## config.mk

```make
export PLATFORM = sky130hd
export DESIGN_NAME = queue_pair_engine
export DESIGN_NICKNAME = d
export VERILOG_FILES = /design/src/qp_pkg.sv /design/src/queue_pair_engine.sv /design/src/ring_pointer.sv
export SDC_FILE = /design/constraint.sdc
export NUM_CORES = 1
export LEC_CHECK = 0
export BUFFER_PORTS_ARGS = -buffer_cell sky130_fd_sc_hd__buf_2
export CORE_ASPECT_RATIO = 0.7
export CORE_MARGIN = 2
export CORE_UTILIZATION = 50
export CTS_CLUSTER_SIZE = 10
export DETAILED_ROUTE_END_ITERATION = 10
export HOLD_SLACK_MARGIN = 0.1
export PLACE_DENSITY = 0.76
export SLEW_MARGIN = 0
export SYNTH_ARGS = -nofsm -noshare
export SYNTH_HDL_FRONTEND = slang
export SYNTH_SLANG_ARGS = --single-unit
```

## constraint.sdc

```tcl
create_clock -name clk -period 16.8 [get_ports clk]
set_input_delay 1.68 -clock clk [delete_from_list [all_inputs] [get_ports clk]]
set_output_delay 1.68 -clock clk [all_outputs]
set_load 0.05 [all_outputs]
```

## src/qp_pkg.sv

```systemverilog
package qp_pkg;

  // ----------------------------------------------------------------
  // ring geometry
  // ----------------------------------------------------------------
  localparam int NUM_SQ = 2;
  localparam int RINGS = NUM_SQ + 1;
  localparam int CQ_IDX = NUM_SQ;
  localparam int IDX_W = 3;
  localparam logic [IDX_W-1:0] LAST_SLOT = 3'h7;
  localparam int CMD_BYTES = 64;
  localparam int CMD_WORDS = CMD_BYTES / 4;
  localparam logic [3:0] CMD_LAST_WORD = 4'hf;
  localparam logic [3:0] CPL_LAST_WORD = 4'h3;
  localparam logic [3:0] PRP_LAST_WORD = 4'h1;
  localparam logic [3:0] SGL_LAST_WORD = 4'h3;
  localparam logic [7:0] PRP_LIST_MAX = 8'h10;
  localparam logic [0:0] ADMIN_ID = 1'h0;
  localparam logic [7:0] FUNC_NUM = 8'h00;

  // ----------------------------------------------------------------
  // command word layout
  // ----------------------------------------------------------------
  localparam int PTR1_WORD = 6;
  localparam int PTR2_WORD = 8;
  localparam int CID_LO = 16;
  localparam int DESC_SEL_HI = 15;
  localparam int DESC_SEL_LO = 14;
  localparam int LIST_BIT = 13;
  localparam int SGL_TYPE_LO = 28;
  localparam logic [3:0] SGL_TYPE_DATA = 4'h0;
  localparam logic [3:0] SGL_TYPE_SEG = 4'h2;
  localparam logic [3:0] SGL_TYPE_LAST = 4'h3;
  localparam int CPL_PHASE_BIT = 16;

  // ----------------------------------------------------------------
  // register map (byte offsets) and reset values
  // ----------------------------------------------------------------
  localparam logic [7:0] CTRL_OFF = 8'h00;
  localparam logic [7:0] STATUS_OFF = 8'h04;
  localparam logic [7:0] CQ_BASE_OFF = 8'h08;
  localparam logic [7:0] CQ_HEAD_OFF = 8'h0c;
  localparam logic [7:0] SQ_BASE_OFF = 8'h10;
  localparam logic [7:0] SQ_TAIL_OFF = 8'h14;
  localparam logic [7:0] SQ_STRIDE = 8'h08;
  localparam logic [7:0] PTRS_OFF = 8'h20;
  localparam logic [7:0] IDENT_OFF = 8'h24;
  localparam int CTRL_EN_BIT = 0;
  localparam logic [31:0] BASE_RESET = 32'h0000_0000;

  typedef enum logic [8:0] {
    st_idle = 9'h001,
    st_fetch = 9'h002,
    st_fetch_wait = 9'h004,
    st_eval = 9'h008,
    st_emit = 9'h010,
    st_ent_rd = 9'h020,
    st_ent_wait = 9'h040,
    st_issue = 9'h080,
    st_cpl_wr = 9'h100
  } engine_state_t;

endpackage : qp_pkg

```

## src/queue_pair_engine.sv

```systemverilog
`timescale 1ns/1ps
// Summary of operation
// RL1 - host fills submission ring, rings tail doorbell
// RL2 - tail doorbell write replaces held tail
// RL3 - fetch in ring order, execute any order
// RL4 - one 64 byte command per slot
// RL5 - buffer: two page pointers or one segment
// RL6 - follow page pointer list when needed
// RL7 - walk chained scatter gather segments
// RL8 - post completion with ring and command id
// RL9 - all submission rings share one completion ring
// RL10 - host advances completion head after consuming
// RL11 - phase marker inverts each completion pass
// RL12 - sole controller is function zero
// RL13 - same namespace handle across controllers
// RL14 - same namespace identity data everywhere
// RL15 - atomic at own write atomicity level
// RL16 - port reset touches only this controller
// RL17 - identifier zero is the admin pair
// RL18 - other rings use identifiers one upward
// RL19 - submitted only once tail passes slot
// RL20 - wrap indices, never overrun unfreed slots
// RL21 - never fetch beyond tail, equal is empty
module queue_pair_engine (
  // clock and reset
  input wire logic clk,
  input wire logic reset,
  // apb slave
  input wire logic psel,
  input wire logic penable,
  input wire logic pwrite,
  input wire logic [7:0] paddr,
  input wire logic [31:0] pwdata,
  output logic [31:0] prdata,
  output wire logic pready,
  output wire logic pslverr,
  // host memory port
  output wire logic mem_req_valid,
  input wire logic mem_req_ready,
  output wire logic mem_req_write,
  output wire logic [31:0] mem_req_addr,
  output wire logic [31:0] mem_req_wdata,
  input wire logic mem_rsp_valid,
  input wire logic [31:0] mem_rsp_rdata,
  // descriptors to the executor
  output wire logic desc_valid,
  input wire logic desc_ready,
  output logic [31:0] desc_addr,
  output logic [31:0] desc_len,
  // commands to the executor
  output wire logic cmd_valid,
  input wire logic cmd_ready,
  output logic [0:0] cmd_ring,
  output logic cmd_admin,
  output logic [15:0] cmd_id,
  output logic [7:0] cmd_opcode,
  // completions from the executor
  input wire logic cpl_valid,
  output wire logic cpl_ready,
  input wire logic [0:0] cpl_ring,
  input wire logic [15:0] cpl_id,
  input wire logic [14:0] cpl_status,
  // subsystem identity
  input wire logic [31:0] shared_ns_handle,
  output wire logic [7:0] function_number
);
  import qp_pkg::*;

  // ----------------------------------------------------------------
  // state and storage
  // ----------------------------------------------------------------
  engine_state_t state_reg, state_next;
  logic enable_reg;
  logic [31:0] sq_base_reg [NUM_SQ];
  logic [31:0] cq_base_reg;
  logic [31:0] cmd_words_reg [CMD_WORDS];
  logic [31:0] ent_reg [4];
  logic [31:0] ent_addr_reg;
  logic [7:0] ent_left_reg;
  logic [3:0] word_reg;
  logic [0:0] sel_reg;
  logic sgl_reg, inline_reg, second_reg;
  logic [IDX_W-1:0] host_ptr [RINGS];
  logic [IDX_W-1:0] dev_ptr [RINGS];
  logic [RINGS-1:0] empty, full, phase, host_load, dev_adv;

  // ----------------------------------------------------------------
  // apb decode
  // ----------------------------------------------------------------
  wire apb_setup = psel & ~penable;
  wire apb_wr = psel & penable & pwrite;
  wire hit_ctrl = (paddr == CTRL_OFF);
  wire hit_status = (paddr == STATUS_OFF);
  wire hit_cq_base = (paddr == CQ_BASE_OFF);
  wire hit_cq_head = (paddr == CQ_HEAD_OFF);
  wire hit_ptrs = (paddr == PTRS_OFF);
  wire hit_ident = (paddr == IDENT_OFF);
  wire [NUM_SQ-1:0] hit_sq_base, hit_sq_tail;
  wire hit_any = hit_ctrl | hit_status | hit_cq_base | hit_cq_head | hit_ptrs | hit_ident
                 | (|hit_sq_base) | (|hit_sq_tail);
  wire [31:0] status_word = {26'h0, phase[CQ_IDX], full[CQ_IDX], empty[NUM_SQ-1:0],
                             enable_reg, (state_reg != st_idle)};
  wire [31:0] ptrs_word = {8'h0, 1'b0, host_ptr[CQ_IDX], 1'b0, dev_ptr[CQ_IDX],
                           1'b0, host_ptr[1], 1'b0, dev_ptr[1], 1'b0, host_ptr[0], 1'b0, dev_ptr[0]};
  logic [31:0] read_mux;

  assign pready = 1'b1;
  assign pslverr = psel & penable & ~hit_any;
  // RL12 single function device
  assign function_number = FUNC_NUM;

  // rings: per-ring doorbell and one shared completion ring
  genvar g;
  generate
    for (g = 0; g < RINGS; g++) begin : g_ring
      if (g < NUM_SQ) begin : g_sq
        assign hit_sq_base[g] = (paddr == SQ_BASE_OFF + SQ_STRIDE * 8'(g));
        assign hit_sq_tail[g] = (paddr == SQ_TAIL_OFF + SQ_STRIDE * 8'(g));
        // RL19 tail write makes commands submitted
        assign host_load[g] = apb_wr & hit_sq_tail[g];
        // RL3 head steps one slot per fetch
        assign dev_adv[g] = (state_reg == st_fetch_wait) & mem_rsp_valid
                            & (word_reg == CMD_LAST_WORD) & (sel_reg == 1'(g));
      end else begin : g_cq
        // RL10 host frees completion slots
        assign host_load[g] = apb_wr & hit_cq_head;
        assign dev_adv[g] = cpl_ready;
      end
      ring_pointer u_ring (
        .clk(clk),
        .reset(reset),
        .host_load(host_load[g]),
        .host_value(pwdata[IDX_W-1:0]),
        .dev_advance(dev_adv[g]),
        .host_ptr(host_ptr[g]),
        .dev_ptr(dev_ptr[g]),
        .empty(empty[g]),
        .full(full[g]),
        .phase(phase[g])
      );
    end
  endgenerate

  // read data selection, unmapped reads as zero
  always_comb begin
    read_mux = 32'h0;
    if (hit_ctrl) read_mux = {31'h0, enable_reg};
    if (hit_status) read_mux = status_word;
    if (hit_cq_base) read_mux = cq_base_reg;
    if (hit_cq_head) read_mux = {29'h0, host_ptr[CQ_IDX]};
    if (hit_ptrs) read_mux = ptrs_word;
    // RL13 RL14 handle and identity shared
    if (hit_ident) read_mux = shared_ns_handle;
    for (int i = 0; i < NUM_SQ; i++) begin
      if (hit_sq_base[i]) read_mux = sq_base_reg[i];
      if (hit_sq_tail[i]) read_mux = {29'h0, host_ptr[i]};
    end
  end

  // register writes and registered read data
  always_ff @(posedge clk or posedge reset) begin
    if (reset) begin
      enable_reg <= 1'b0;
      cq_base_reg <= BASE_RESET;
      sq_base_reg <= '{default: BASE_RESET};
      prdata <= 32'h0;
    end else begin
      if (apb_setup) prdata <= read_mux;
      if (apb_wr && hit_ctrl) enable_reg <= pwdata[CTRL_EN_BIT];
      if (apb_wr && hit_cq_base) cq_base_reg <= pwdata;
      for (int i = 0; i < NUM_SQ; i++) begin
        if (apb_wr && hit_sq_base[i]) sq_base_reg[i] <= pwdata;
      end
    end
  end

  // ----------------------------------------------------------------
  // descriptor evaluation
  // ----------------------------------------------------------------
  wire [31:0] dw0 = cmd_words_reg[0];
  wire [3:0] ent_type = ent_reg[3][SGL_TYPE_LO+3:SGL_TYPE_LO];
  wire [7:0] seg_count = ent_reg[2][11:4];
  wire ent_zero = (ent_reg[0] == 32'h0);
  // RL5 page pointer or inline segment
  wire eval_emit = sgl_reg ? (ent_type == SGL_TYPE_DATA) : ~ent_zero;
  // RL7 segment pointer continues chain
  wire eval_chain = sgl_reg & ((ent_type == SGL_TYPE_SEG) | (ent_type == SGL_TYPE_LAST));
  wire want_second = inline_reg & ~sgl_reg & ~second_reg;
  // RL6 second pointer names a list
  wire second_list = dw0[LIST_BIT];
  wire list_more = (ent_left_reg != 8'h0) & ~(~sgl_reg & ~inline_reg & ent_zero);
  wire step = ((state_reg == st_emit) & desc_ready)
              | ((state_reg == st_eval) & ~eval_emit & ~eval_chain);
  wire [3:0] ent_last = sgl_reg ? SGL_LAST_WORD : PRP_LAST_WORD;
  wire fetch_done = (state_reg == st_fetch_wait) & mem_rsp_valid & (word_reg == CMD_LAST_WORD);
  wire ent_done = (state_reg == st_ent_wait) & mem_rsp_valid & (word_reg == ent_last);
  wire [0:0] pick = empty[0] ? 1'h1 : 1'h0;

  // ----------------------------------------------------------------
  // host memory requests and executor handshakes
  // ----------------------------------------------------------------
  wire [31:0] fetch_addr = sq_base_reg[sel_reg] + {23'h0, dev_ptr[sel_reg], 6'h0}
                           + {26'h0, word_reg, 2'h0};
  wire [31:0] cpl_addr = cq_base_reg + {25'h0, dev_ptr[CQ_IDX], 4'h0} + {26'h0, word_reg, 2'h0};
  logic [31:0] cpl_word;

  // RL8 entry carries ring and command id
  always_comb begin
    case (word_reg[1:0])
      2'h2: cpl_word = {15'h0, cpl_ring, 13'h0, dev_ptr[cpl_ring]};
      2'h3: cpl_word = {cpl_status, phase[CQ_IDX], cpl_id};
      default: cpl_word = 32'h0;
    endcase
  end

  assign mem_req_valid = (state_reg == st_fetch) | (state_reg == st_ent_rd)
                         | (state_reg == st_cpl_wr);
  assign mem_req_write = (state_reg == st_cpl_wr);
  assign mem_req_addr = (state_reg == st_fetch) ? fetch_addr
                      : (state_reg == st_ent_rd) ? ent_addr_reg : cpl_addr;
  assign mem_req_wdata = cpl_word;
  assign desc_valid = (state_reg == st_emit);
  assign cmd_valid = (state_reg == st_issue);
  // phase word goes last so the host never sees a half entry
  assign cpl_ready = (state_reg == st_cpl_wr) & mem_req_ready & (word_reg == CPL_LAST_WORD);

  // ----------------------------------------------------------------
  // engine sequencing
  // ----------------------------------------------------------------
  always_comb begin
    state_next = state_reg;
    case (state_reg)
      st_idle: begin
        // RL9 completions from any ring, RL20 only into freed slots
        if (enable_reg && cpl_valid && !full[CQ_IDX]) state_next = st_cpl_wr;
        // RL21 fetch only below the tail
        else if (enable_reg && !(&empty[NUM_SQ-1:0])) state_next = st_fetch;
      end
      st_fetch: if (mem_req_ready) state_next = st_fetch_wait;
      st_fetch_wait: begin
        if (fetch_done) state_next = st_eval;
        else if (mem_rsp_valid) state_next = st_fetch;
      end
      st_eval: begin
        if (eval_emit) state_next = st_emit;
        else if (eval_chain) state_next = (seg_count != 8'h0) ? st_ent_rd : st_issue;
        else if (want_second) state_next = second_list ? st_ent_rd : st_eval;
        else state_next = list_more ? st_ent_rd : st_issue;
      end
      st_emit: begin
        if (desc_ready && want_second) state_next = second_list ? st_ent_rd : st_eval;
        else if (desc_ready) state_next = list_more ? st_ent_rd : st_issue;
      end
      st_ent_rd: if (mem_req_ready) state_next = st_ent_wait;
      st_ent_wait: begin
        if (ent_done) state_next = st_eval;
        else if (mem_rsp_valid) state_next = st_ent_rd;
      end
      st_issue: if (cmd_ready) state_next = st_idle;
      st_cpl_wr: if (cpl_ready) state_next = st_idle;
      default: state_next = st_idle;
    endcase
  end

  // RL16 local reset clears only this engine
  always_ff @(posedge clk or posedge reset) begin
    if (reset) state_reg <= st_idle;
    else state_reg <= state_next;
  end

  // word counter and ring choice
  always_ff @(posedge clk or posedge reset) begin
    if (reset) begin
      word_reg <= 4'h0;
      sel_reg <= ADMIN_ID;
    end else begin
      if (state_reg == st_idle) sel_reg <= pick;
      if (state_reg == st_idle || state_reg == st_eval || state_reg == st_emit) word_reg <= 4'h0;
      else if (mem_rsp_valid || (mem_req_write && mem_req_ready)) word_reg <= word_reg + 4'h1;
    end
  end

  // RL4 sixteen words land in the command store
  always_ff @(posedge clk or posedge reset) begin
    if (reset) begin
      cmd_words_reg <= '{default: 32'h0};
    end else if (state_reg == st_fetch_wait && mem_rsp_valid) begin
      cmd_words_reg[word_reg] <= mem_rsp_rdata;
    end
  end

  // walk state over inline, list and segment entries
  always_ff @(posedge clk or posedge reset) begin
    if (reset) begin
      ent_reg <= '{default: 32'h0};
      ent_addr_reg <= 32'h0;
      ent_left_reg <= 8'h0;
      {sgl_reg, inline_reg, second_reg} <= 3'b000;
    end else if (fetch_done) begin
      for (int i = 0; i < 3; i++) ent_reg[i] <= cmd_words_reg[PTR1_WORD + i];
      ent_reg[3] <= mem_rsp_rdata & 32'h0 | cmd_words_reg[PTR1_WORD + 3];
      sgl_reg <= (dw0[DESC_SEL_HI:DESC_SEL_LO] != 2'h0);
      {inline_reg, second_reg} <= 2'b10;
      ent_left_reg <= 8'h0;
    end else if (state_reg == st_eval && eval_chain) begin
      ent_addr_reg <= ent_reg[0];
      ent_left_reg <= seg_count;
      inline_reg <= 1'b0;
    end else if (step && want_second) begin
      second_reg <= 1'b1;
      ent_reg[0] <= cmd_words_reg[PTR2_WORD];
      if (second_list) begin
        ent_addr_reg <= cmd_words_reg[PTR2_WORD];
        ent_left_reg <= PRP_LIST_MAX;
        inline_reg <= 1'b0;
      end
    end else if (state_reg == st_ent_rd && mem_req_ready) begin
      ent_addr_reg <= ent_addr_reg + 32'h4;
    end else if (state_reg == st_ent_wait && mem_rsp_valid) begin
      ent_reg[word_reg[1:0]] <= mem_rsp_rdata;
      if (ent_done) ent_left_reg <= ent_left_reg - 8'h1;
    end
  end

  // descriptor and command outputs, held through their handshakes
  always_ff @(posedge clk or posedge reset) begin
    if (reset) begin
      {desc_addr, desc_len} <= 64'h0;
      {cmd_ring, cmd_admin, cmd_id, cmd_opcode} <= 26'h0;
    end else begin
      if (state_reg == st_eval && eval_emit) desc_addr <= ent_reg[0];
      if (state_reg == st_eval && eval_emit) desc_len <= sgl_reg ? ent_reg[2] : 32'h0;
      if (fetch_done) begin
        cmd_ring <= sel_reg;
        // RL17 identifier zero is admin; RL18 the rest are io
        cmd_admin <= (sel_reg == ADMIN_ID);
        cmd_id <= dw0[CID_LO+15:CID_LO];
        cmd_opcode <= dw0[7:0];
      end
    end
  end

  // ----------------------------------------------------------------
  // checks
  // ----------------------------------------------------------------
  fetch_bound_a: assert property (@(posedge clk) disable iff (reset) // RL21
    state_reg == st_fetch |-> !empty[sel_reg]) else $error("fetch past tail");
  cq_room_a: assert property (@(posedge clk) disable iff (reset) // RL20
    $rose(mem_req_write) |-> !full[CQ_IDX]) else $error("completion into unfreed slot");
  head_step_a: assert property (@(posedge clk) disable iff (reset) // RL3
    fetch_done |=> state_reg == st_eval && dev_ptr[sel_reg] != $past(dev_ptr[sel_reg]))
    else $error("head did not step after fetch");
  admin_flag_a: assert property (@(posedge clk) disable iff (reset) // RL17
    cmd_valid |-> cmd_admin == (cmd_ring == ADMIN_ID)) else $error("admin flag mismatch");
  cpl_entry_a: assert property (@(posedge clk) disable iff (reset) // RL8
    cpl_ready |-> mem_req_wdata[15:0] == cpl_id && mem_req_wdata[CPL_PHASE_BIT] == phase[CQ_IDX])
    else $error("completion id or phase wrong");
  cq_step_a: assert property (@(posedge clk) disable iff (reset) // RL9
    cpl_ready |=> state_reg == st_idle ##0 dev_ptr[CQ_IDX] != $past(dev_ptr[CQ_IDX]))
    else $error("completion ring tail did not move");
  desc_hold_a: assert property (@(posedge clk) disable iff (reset) // RL6
    desc_valid && !desc_ready |=> desc_valid && $stable(desc_addr))
    else $error("descriptor dropped before accepted");
  cmd_hold_a: assert property (@(posedge clk) disable iff (reset) // RL15
    cmd_valid && !cmd_ready |=> cmd_valid && $stable(cmd_id))
    else $error("command changed before accepted");
  wire_fetch_a: assert property (@(posedge clk) disable iff (reset) // RL4
    fetch_done |-> word_reg == CMD_LAST_WORD ##1 word_reg == 4'h0)
    else $error("command not sixteen words");

endmodule : queue_pair_engine

```

## src/ring_pointer.sv

```systemverilog
`timescale 1ns/1ps
module ring_pointer (
  // clock and reset
  input wire logic clk,
  input wire logic reset,
  // host side doorbell
  input wire logic host_load,
  input wire logic [qp_pkg::IDX_W-1:0] host_value,
  // device side progress
  input wire logic dev_advance,
  // pointer state
  output logic [qp_pkg::IDX_W-1:0] host_ptr,
  output logic [qp_pkg::IDX_W-1:0] dev_ptr,
  output wire logic empty,
  output wire logic full,
  output logic phase
);
  import qp_pkg::*;

  logic [IDX_W-1:0] dev_ptr_next;
  wire dev_wrap = (dev_ptr == LAST_SLOT);

  // RL20 wrap to zero
  assign dev_ptr_next = dev_wrap ? '0 : dev_ptr + 3'h1;
  // RL21 equal pointers mean empty
  assign empty = (dev_ptr == host_ptr);
  // RL20 slot not yet freed
  assign full = (dev_ptr_next == host_ptr);

  // RL2 doorbell overwrites pointer
  always_ff @(posedge clk or posedge reset) begin
    if (reset) begin
      host_ptr <= '0;
    end else if (host_load) begin
      host_ptr <= host_value;
    end
  end

  // RL11 phase flips per pass
  always_ff @(posedge clk or posedge reset) begin
    if (reset) begin
      dev_ptr <= '0;
      phase <= 1'b1;
    end else if (dev_advance) begin
      dev_ptr <= dev_ptr_next;
      phase <= phase ^ dev_wrap;
    end
  end

  doorbell_load_a: assert property (@(posedge clk) disable iff (reset) // RL2
    host_load |=> host_ptr == $past(host_value)) else $error("doorbell value not held");
  ring_wrap_a: assert property (@(posedge clk) disable iff (reset) // RL20
    (dev_advance && dev_ptr == LAST_SLOT) |=> dev_ptr == '0) else $error("ring did not wrap");
  phase_flip_a: assert property (@(posedge clk) disable iff (reset) // RL11
    dev_advance |=> phase == ($past(phase) ^ ($past(dev_ptr) == LAST_SLOT)))
    else $error("phase marker wrong after advance");

endmodule : ring_pointer
```

==> impl_metrics.prom <==
# TYPE chip_impl_metric gauge
chip_impl_metric{name="ioPinCount",unit=""} 347
chip_impl_metric{name="syn2layout_area_growth",unit="%"} 14.75
chip_impl_metric{name="first_global_vias",unit=""} 20423
chip_impl_info{name="run_status",value="finished clean"} 1
chip_impl_metric{name="report.final.hold_viol_count",unit=""} 0
chip_impl_metric{name="finalWeightedCongestion",unit=""} 0.9351
chip_impl_metric{name="yosys_register_bits",unit=""} 458
chip_impl_metric{name="avgRoutedWirePerCell",unit="um"} 22.61
chip_impl_info{name="top_flip_flop_cell_by_instance_count_after_synthesis",value="sky130_fd_sc_hd__dfrtp_1"} 1
chip_impl_metric{name="maximum_number_of_pins_on_one_net_before_global_route_repair",unit=""} 183
chip_impl_info{name="clock_tree_from_tritoncts",value="yes"} 1
chip_impl_metric{name="clockPowerShare",unit=""} 0.398
chip_impl_metric{name="synth.avg_cell_area",unit="um2"} 10.01
chip_impl_metric{name="detailed_place_hpwl",unit="um"} 52290
chip_impl_metric{name="place_worst_setup_slack",unit="ns"} 11.17
chip_impl_metric{name="floorplan.rows",unit=""} 66
chip_impl_metric{name="synthesis.area",unit="um2"} 23890
chip_impl_metric{name="detailedRoute.firstPassIterationCount",unit=""} 7
chip_impl_metric{name="cts.path.max_buffers",unit=""} 3
chip_impl_metric{name="power.density",unit="nW/um2"} 92.91
chip_impl_metric{name="crit_arrival",unit="ns"} 4.61
chip_impl_metric{name="netSwitchingPower",unit="W"} 0.0007301
chip_impl_metric{name="slew_viol_final",unit=""} 0
chip_impl_metric{name="dieArea",unit="um2"} 49560
chip_impl_metric{name="post_cts_hold_buffer_count",unit=""} 0
chip_impl_metric{name="fin_ws",unit="ns"} 10.51
chip_impl_metric{name="initial_core_util",unit=""} 0.5101
chip_impl_metric{name="synthesis.instances",unit=""} 2387
chip_impl_metric{name="fin_crit",unit="ns"} 6.289
chip_impl_metric{name="remaining_drc_errors",unit=""} 0
chip_impl_metric{name="groute.usage.overall",unit=""} 0.2941
chip_impl_metric{name="numPortBuffers",unit=""} 337
chip_impl_metric{name="post-route-period-util",unit=""} 0.3743
chip_impl_metric{name="die_h",unit="um"} 186.9
chip_impl_metric{name="ys_seq_area_frac",unit=""} 0.4799
chip_impl_metric{name="number_of_maximum_capacitance_violations",unit=""} 0
chip_impl_metric{name="crit_fanout",unit=""} 44
chip_impl_info{name="endpoint_kind",value="output port"} 1
chip_impl_metric{name="grt_antenna_before_repair",unit=""} 1
chip_impl_metric{name="ys.warnings.count",unit=""} 0
chip_impl_metric{name="worst-endpoint-required",unit="ns"} 15.12
chip_impl_metric{name="tritoncts.num_buffers",unit=""} 52
chip_impl_metric{name="multiInputGateArea",unit="um2"} 11720
chip_impl_metric{name="worst_ir_drop_vdd",unit="mV"} 0.07241
chip_impl_metric{name="final.setup.tns",unit="ns"} 0
chip_impl_metric{name="power_leakage",unit="nW"} 14.02
chip_impl_metric{name="timing_worst_slew_pin_value",unit="ns"} 1.141
chip_impl_metric{name="final.setup_skew",unit="ns"} 0.02486
chip_impl_metric{name="design.core.area",unit="um2"} 46820
chip_impl_metric{name="worst_setup_hold_path_clk_slew",unit="ns"} 0.06
chip_impl_metric{name="wirelength",unit="um"} 74130
chip_impl_metric{name="post_cts_resized",unit=""} 0
chip_impl_metric{name="clock_sinks",unit=""} 458
chip_impl_metric{name="timing.reg2reg.worst_path_depth",unit=""} 9
chip_impl_metric{name="yosysUniqueCellTypes",unit=""} 82
chip_impl_metric{name="post_cts_buffers",unit=""} 0
chip_impl_metric{name="grt_pass1_wl",unit="um"} 116100
chip_impl_metric{name="intPower",unit="W"} 0.001816
chip_impl_metric{name="worst_hold_path.num_cells",unit=""} 2
chip_impl_metric{name="grt-ovfl-total",unit=""} 0
chip_impl_metric{name="regArea",unit="um2"} 11470
chip_impl_info{name="crit_path_start_kind",value="flop"} 1
chip_impl_metric{name="route.detailed.vias_per_inst",unit=""} 6.229
chip_impl_info{name="criticalPathCategory",value="reg -> out"} 1
chip_impl_metric{name="design.final.nets",unit=""} 2831
chip_impl_metric{name="num_vias",unit=""} 20425
chip_impl_metric{name="power.share.sequential",unit=""} 0.461
chip_impl_metric{name="reg2reg_slack",unit="ns"} 12.80
chip_impl_metric{name="switching_share",unit=""} 0.2867
chip_impl_metric{name="cts-htree-levels",unit=""} 2
chip_impl_metric{name="chipWidth",unit="um"} 265.2
chip_impl_metric{name="finalSetupViolations",unit=""} 0
chip_impl_metric{name="route.antenna.remaining_nets",unit=""} 0
chip_impl_info{name="grt_setup_unrepaired",value="false"} 1
chip_impl_metric{name="synth_async_sr_flop_share",unit=""} 1.000
chip_impl_metric{name="clock_insertion_delay_worst_skew",unit="ns"} 0.59
chip_impl_metric{name="final_layout_size_suffix_gt1_frac",unit=""} 0.2713
chip_impl_metric{name="max_clock_freq",unit="MHz"} 159.0
chip_impl_info{name="timing.hold.worst.class",value="reg -> reg"} 1
chip_impl_metric{name="fillerInstances",unit=""} 3971
chip_impl_metric{name="power.total",unit="W"} 0.002547
chip_impl_metric{name="drt_iter0_drc",unit=""} 2014
chip_impl_metric{name="post_synth_edffs",unit=""} 0
chip_impl_metric{name="power.share.combinational",unit=""} 0.141
chip_impl_metric{name="slew-limit-headroom",unit=""} 0.2374
chip_impl_info{name="cts_root_buf",value="sky130_fd_sc_hd__clkbuf_16"} 1
## layout make-up
| class | instances | area share |
|---|---|---|
| Multi-Input combinational cell | 1747 | 0.4275 |
| Sequential cell | 458 | 0.4184 |
| Timing Repair Buffer | 364 | 0.06939 |
| Clock buffer | 62 | 0.04958 |
| Tap cell | 612 | 0.02794 |
| Inverter | 30 | 0.004383 |
| Clock inverter | 4 | 0.002693 |
| Antenna cell | 2 | 0.0001826 |
## cells in the mapped netlist (10+ instances only)
master / number / area, um2
sky130_fd_sc_hd__buf_1: 19 / 71.32
sky130_fd_sc_hd__and2_1: 34 / 212.7
sky130_fd_sc_hd__xor2_1: 40 / 350.3
sky130_fd_sc_hd__xnor2_1: 29 / 254.0
sky130_fd_sc_hd__o21ai_0: 162 / 810.8
sky130_fd_sc_hd__a221oi_1: 35 / 306.5
sky130_fd_sc_hd__mux2i_1: 28 / 280.3
sky130_fd_sc_hd__and3_1: 24 / 150.1
sky130_fd_sc_hd__a21o_1: 42 / 315.3
sky130_fd_sc_hd__nand2_1: 326 / 1224
sky130_fd_sc_hd__buf_2: 21 / 105.1
sky130_fd_sc_hd__nor4_1: 24 / 150.1
sky130_fd_sc_hd__a21oi_1: 61 / 305.3
sky130_fd_sc_hd__a222oi_1: 18 / 180.2
sky130_fd_sc_hd__o22ai_1: 13 / 81.33
sky130_fd_sc_hd__nor3_1: 64 / 320.3
sky130_fd_sc_hd__ha_1: 28 / 350.3
sky130_fd_sc_hd__dfrtp_1: 456 / 11410
sky130_fd_sc_hd__a211oi_1: 19 / 142.6
sky130_fd_sc_hd__a22o_1: 23 / 201.4
sky130_fd_sc_hd__mux2_2: 256 / 2883
sky130_fd_sc_hd__inv_1: 29 / 108.9
sky130_fd_sc_hd__buf_4: 12 / 90.09
sky130_fd_sc_hd__clkbuf_1: 104 / 390.4
sky130_fd_sc_hd__a31oi_1: 59 / 369.1
sky130_fd_sc_hd__o211ai_1: 13 / 97.59
sky130_fd_sc_hd__a221oi_2: 10 / 150.1
sky130_fd_sc_hd__a22oi_1: 19 / 142.6
sky130_fd_sc_hd__nand3_1: 35 / 175.2
sky130_fd_sc_hd__nand4_1: 26 / 162.7
sky130_fd_sc_hd__nor2_1: 212 / 795.8
## layout by cell type (no fill, tap or decap), drive strengths merged, types with 9 or more instances in the layout
master,count
a21o,42
o22ai,13
a22o,23
clkbuf,62
a22oi,19
a21oi,61
mux2,257
o21ai,165
mux2i,28
nand2,327
o211ai,13
nand4,26
and3,25
inv,31
dfrtp,456
buf,364
and2,35
nor4,25
nor3b,11
a221oi,45
a211oi,20
nor3,65
a31oi,59
nand3,36
ha,28
nor2,212
xor2,40
conb,9
xnor2,29
a222oi,18
## worst max-delay path, cell delays in order (launching register included)
cell and delay [ns]:
sky130_fd_sc_hd__dfrtp_2 0.44, sky130_fd_sc_hd__buf_4 0.52, sky130_fd_sc_hd__mux2_2 0.41, sky130_fd_sc_hd__ha_1 0.22, sky130_fd_sc_hd__fa_1 0.43, sky130_fd_sc_hd__a211oi_1 0.27, sky130_fd_sc_hd__nor2_1 0.13, sky130_fd_sc_hd__o41a_1 0.47
sky130_fd_sc_hd__nand3_1 0.24, sky130_fd_sc_hd__nor2_1 0.08, sky130_fd_sc_hd__xor2_1 0.14, sky130_fd_sc_hd__o21ai_0 0.32, sky130_fd_sc_hd__buf_2 0.35
## per-stage QoR
| step | hold WS (ns) | utilization | cells | instance area, um2 |
|---|---|---|---|---|
| floorplan | 0.4348 | - | 2394 | 23910 |
| global placement | 0.4441 | 0.5546 | 3211 | 25970 |
| detailed placement | 0.4551 | 0.5546 | 3211 | 25970 |
| CTS | 0.4632 | 0.5852 | 3277 | 27400 |
| global route | 0.4848 | 0.5852 | 3277 | 27400 |
| finish | 0.4632 | 0.5854 | 3279 | 27410 |
## logic make-up (layout without fill, tap and decap cells)
family,count (synthesis),in the layout,synth area share
buf+inv,189,460,0.03363
mux,285,285,0.1329
other cells,2,11,0.0003144
simple gates,820,820,0.1590
xor+xnor,69,69,0.02530
fa+ha+maj,32,32,0.01802
flops,458,458,0.4799
compound gates,532,532,0.1509
## power groups by stage
stage / Combinational (W) / Sequential, W / Clock [W]
final: 0.000359 / 0.00117 / 0.00101
after global routing: 0.000383 / 0.00118 / 0.00108
after CTS: 0.000358 / 0.00117 / 0.00103
after detailed placement: 0.000357 / 0.00119 / 0
after global placement: 0.000351 / 0.00119 / 0
after floorplan: 0.000242 / 0.00119 / 0
## path summary, 6_finish.rpt
| path | start | endpoint |
|---|---|---|
| min in group asynchronous | reset | cmd_opcode[1]$_DFFE_PP0P_ |
| min reg2reg | dw0[29]$_DFFE_PP0P_ | cmd_id[13]$_DFFE_PP0P_ |
| max | sel_reg$_DFFE_PP0N_ | mem_req_addr[22] |
| min | dw0[29]$_DFFE_PP0P_ | cmd_id[13]$_DFFE_PP0P_ |
| max reg2reg | ent_reg[31]$_DFFE_PP0P_ | ent_left_reg[0]$_DFFE_PP0P_ |
| max in group asynchronous | reset | sq_base_reg[25]$_DFFE_PP0P_ |
## per-layer routing
metal	track usage	vias to the layer above	part of all wire
met3	0.05858	156	0.084
met2	0.4587	1005	0.46
li1	-	9132	-
met5	0	-	0.000094
met4	0.08105	2	0.024
met1	0.4199	10130	0.43
(Power assumes the default switching activity.)
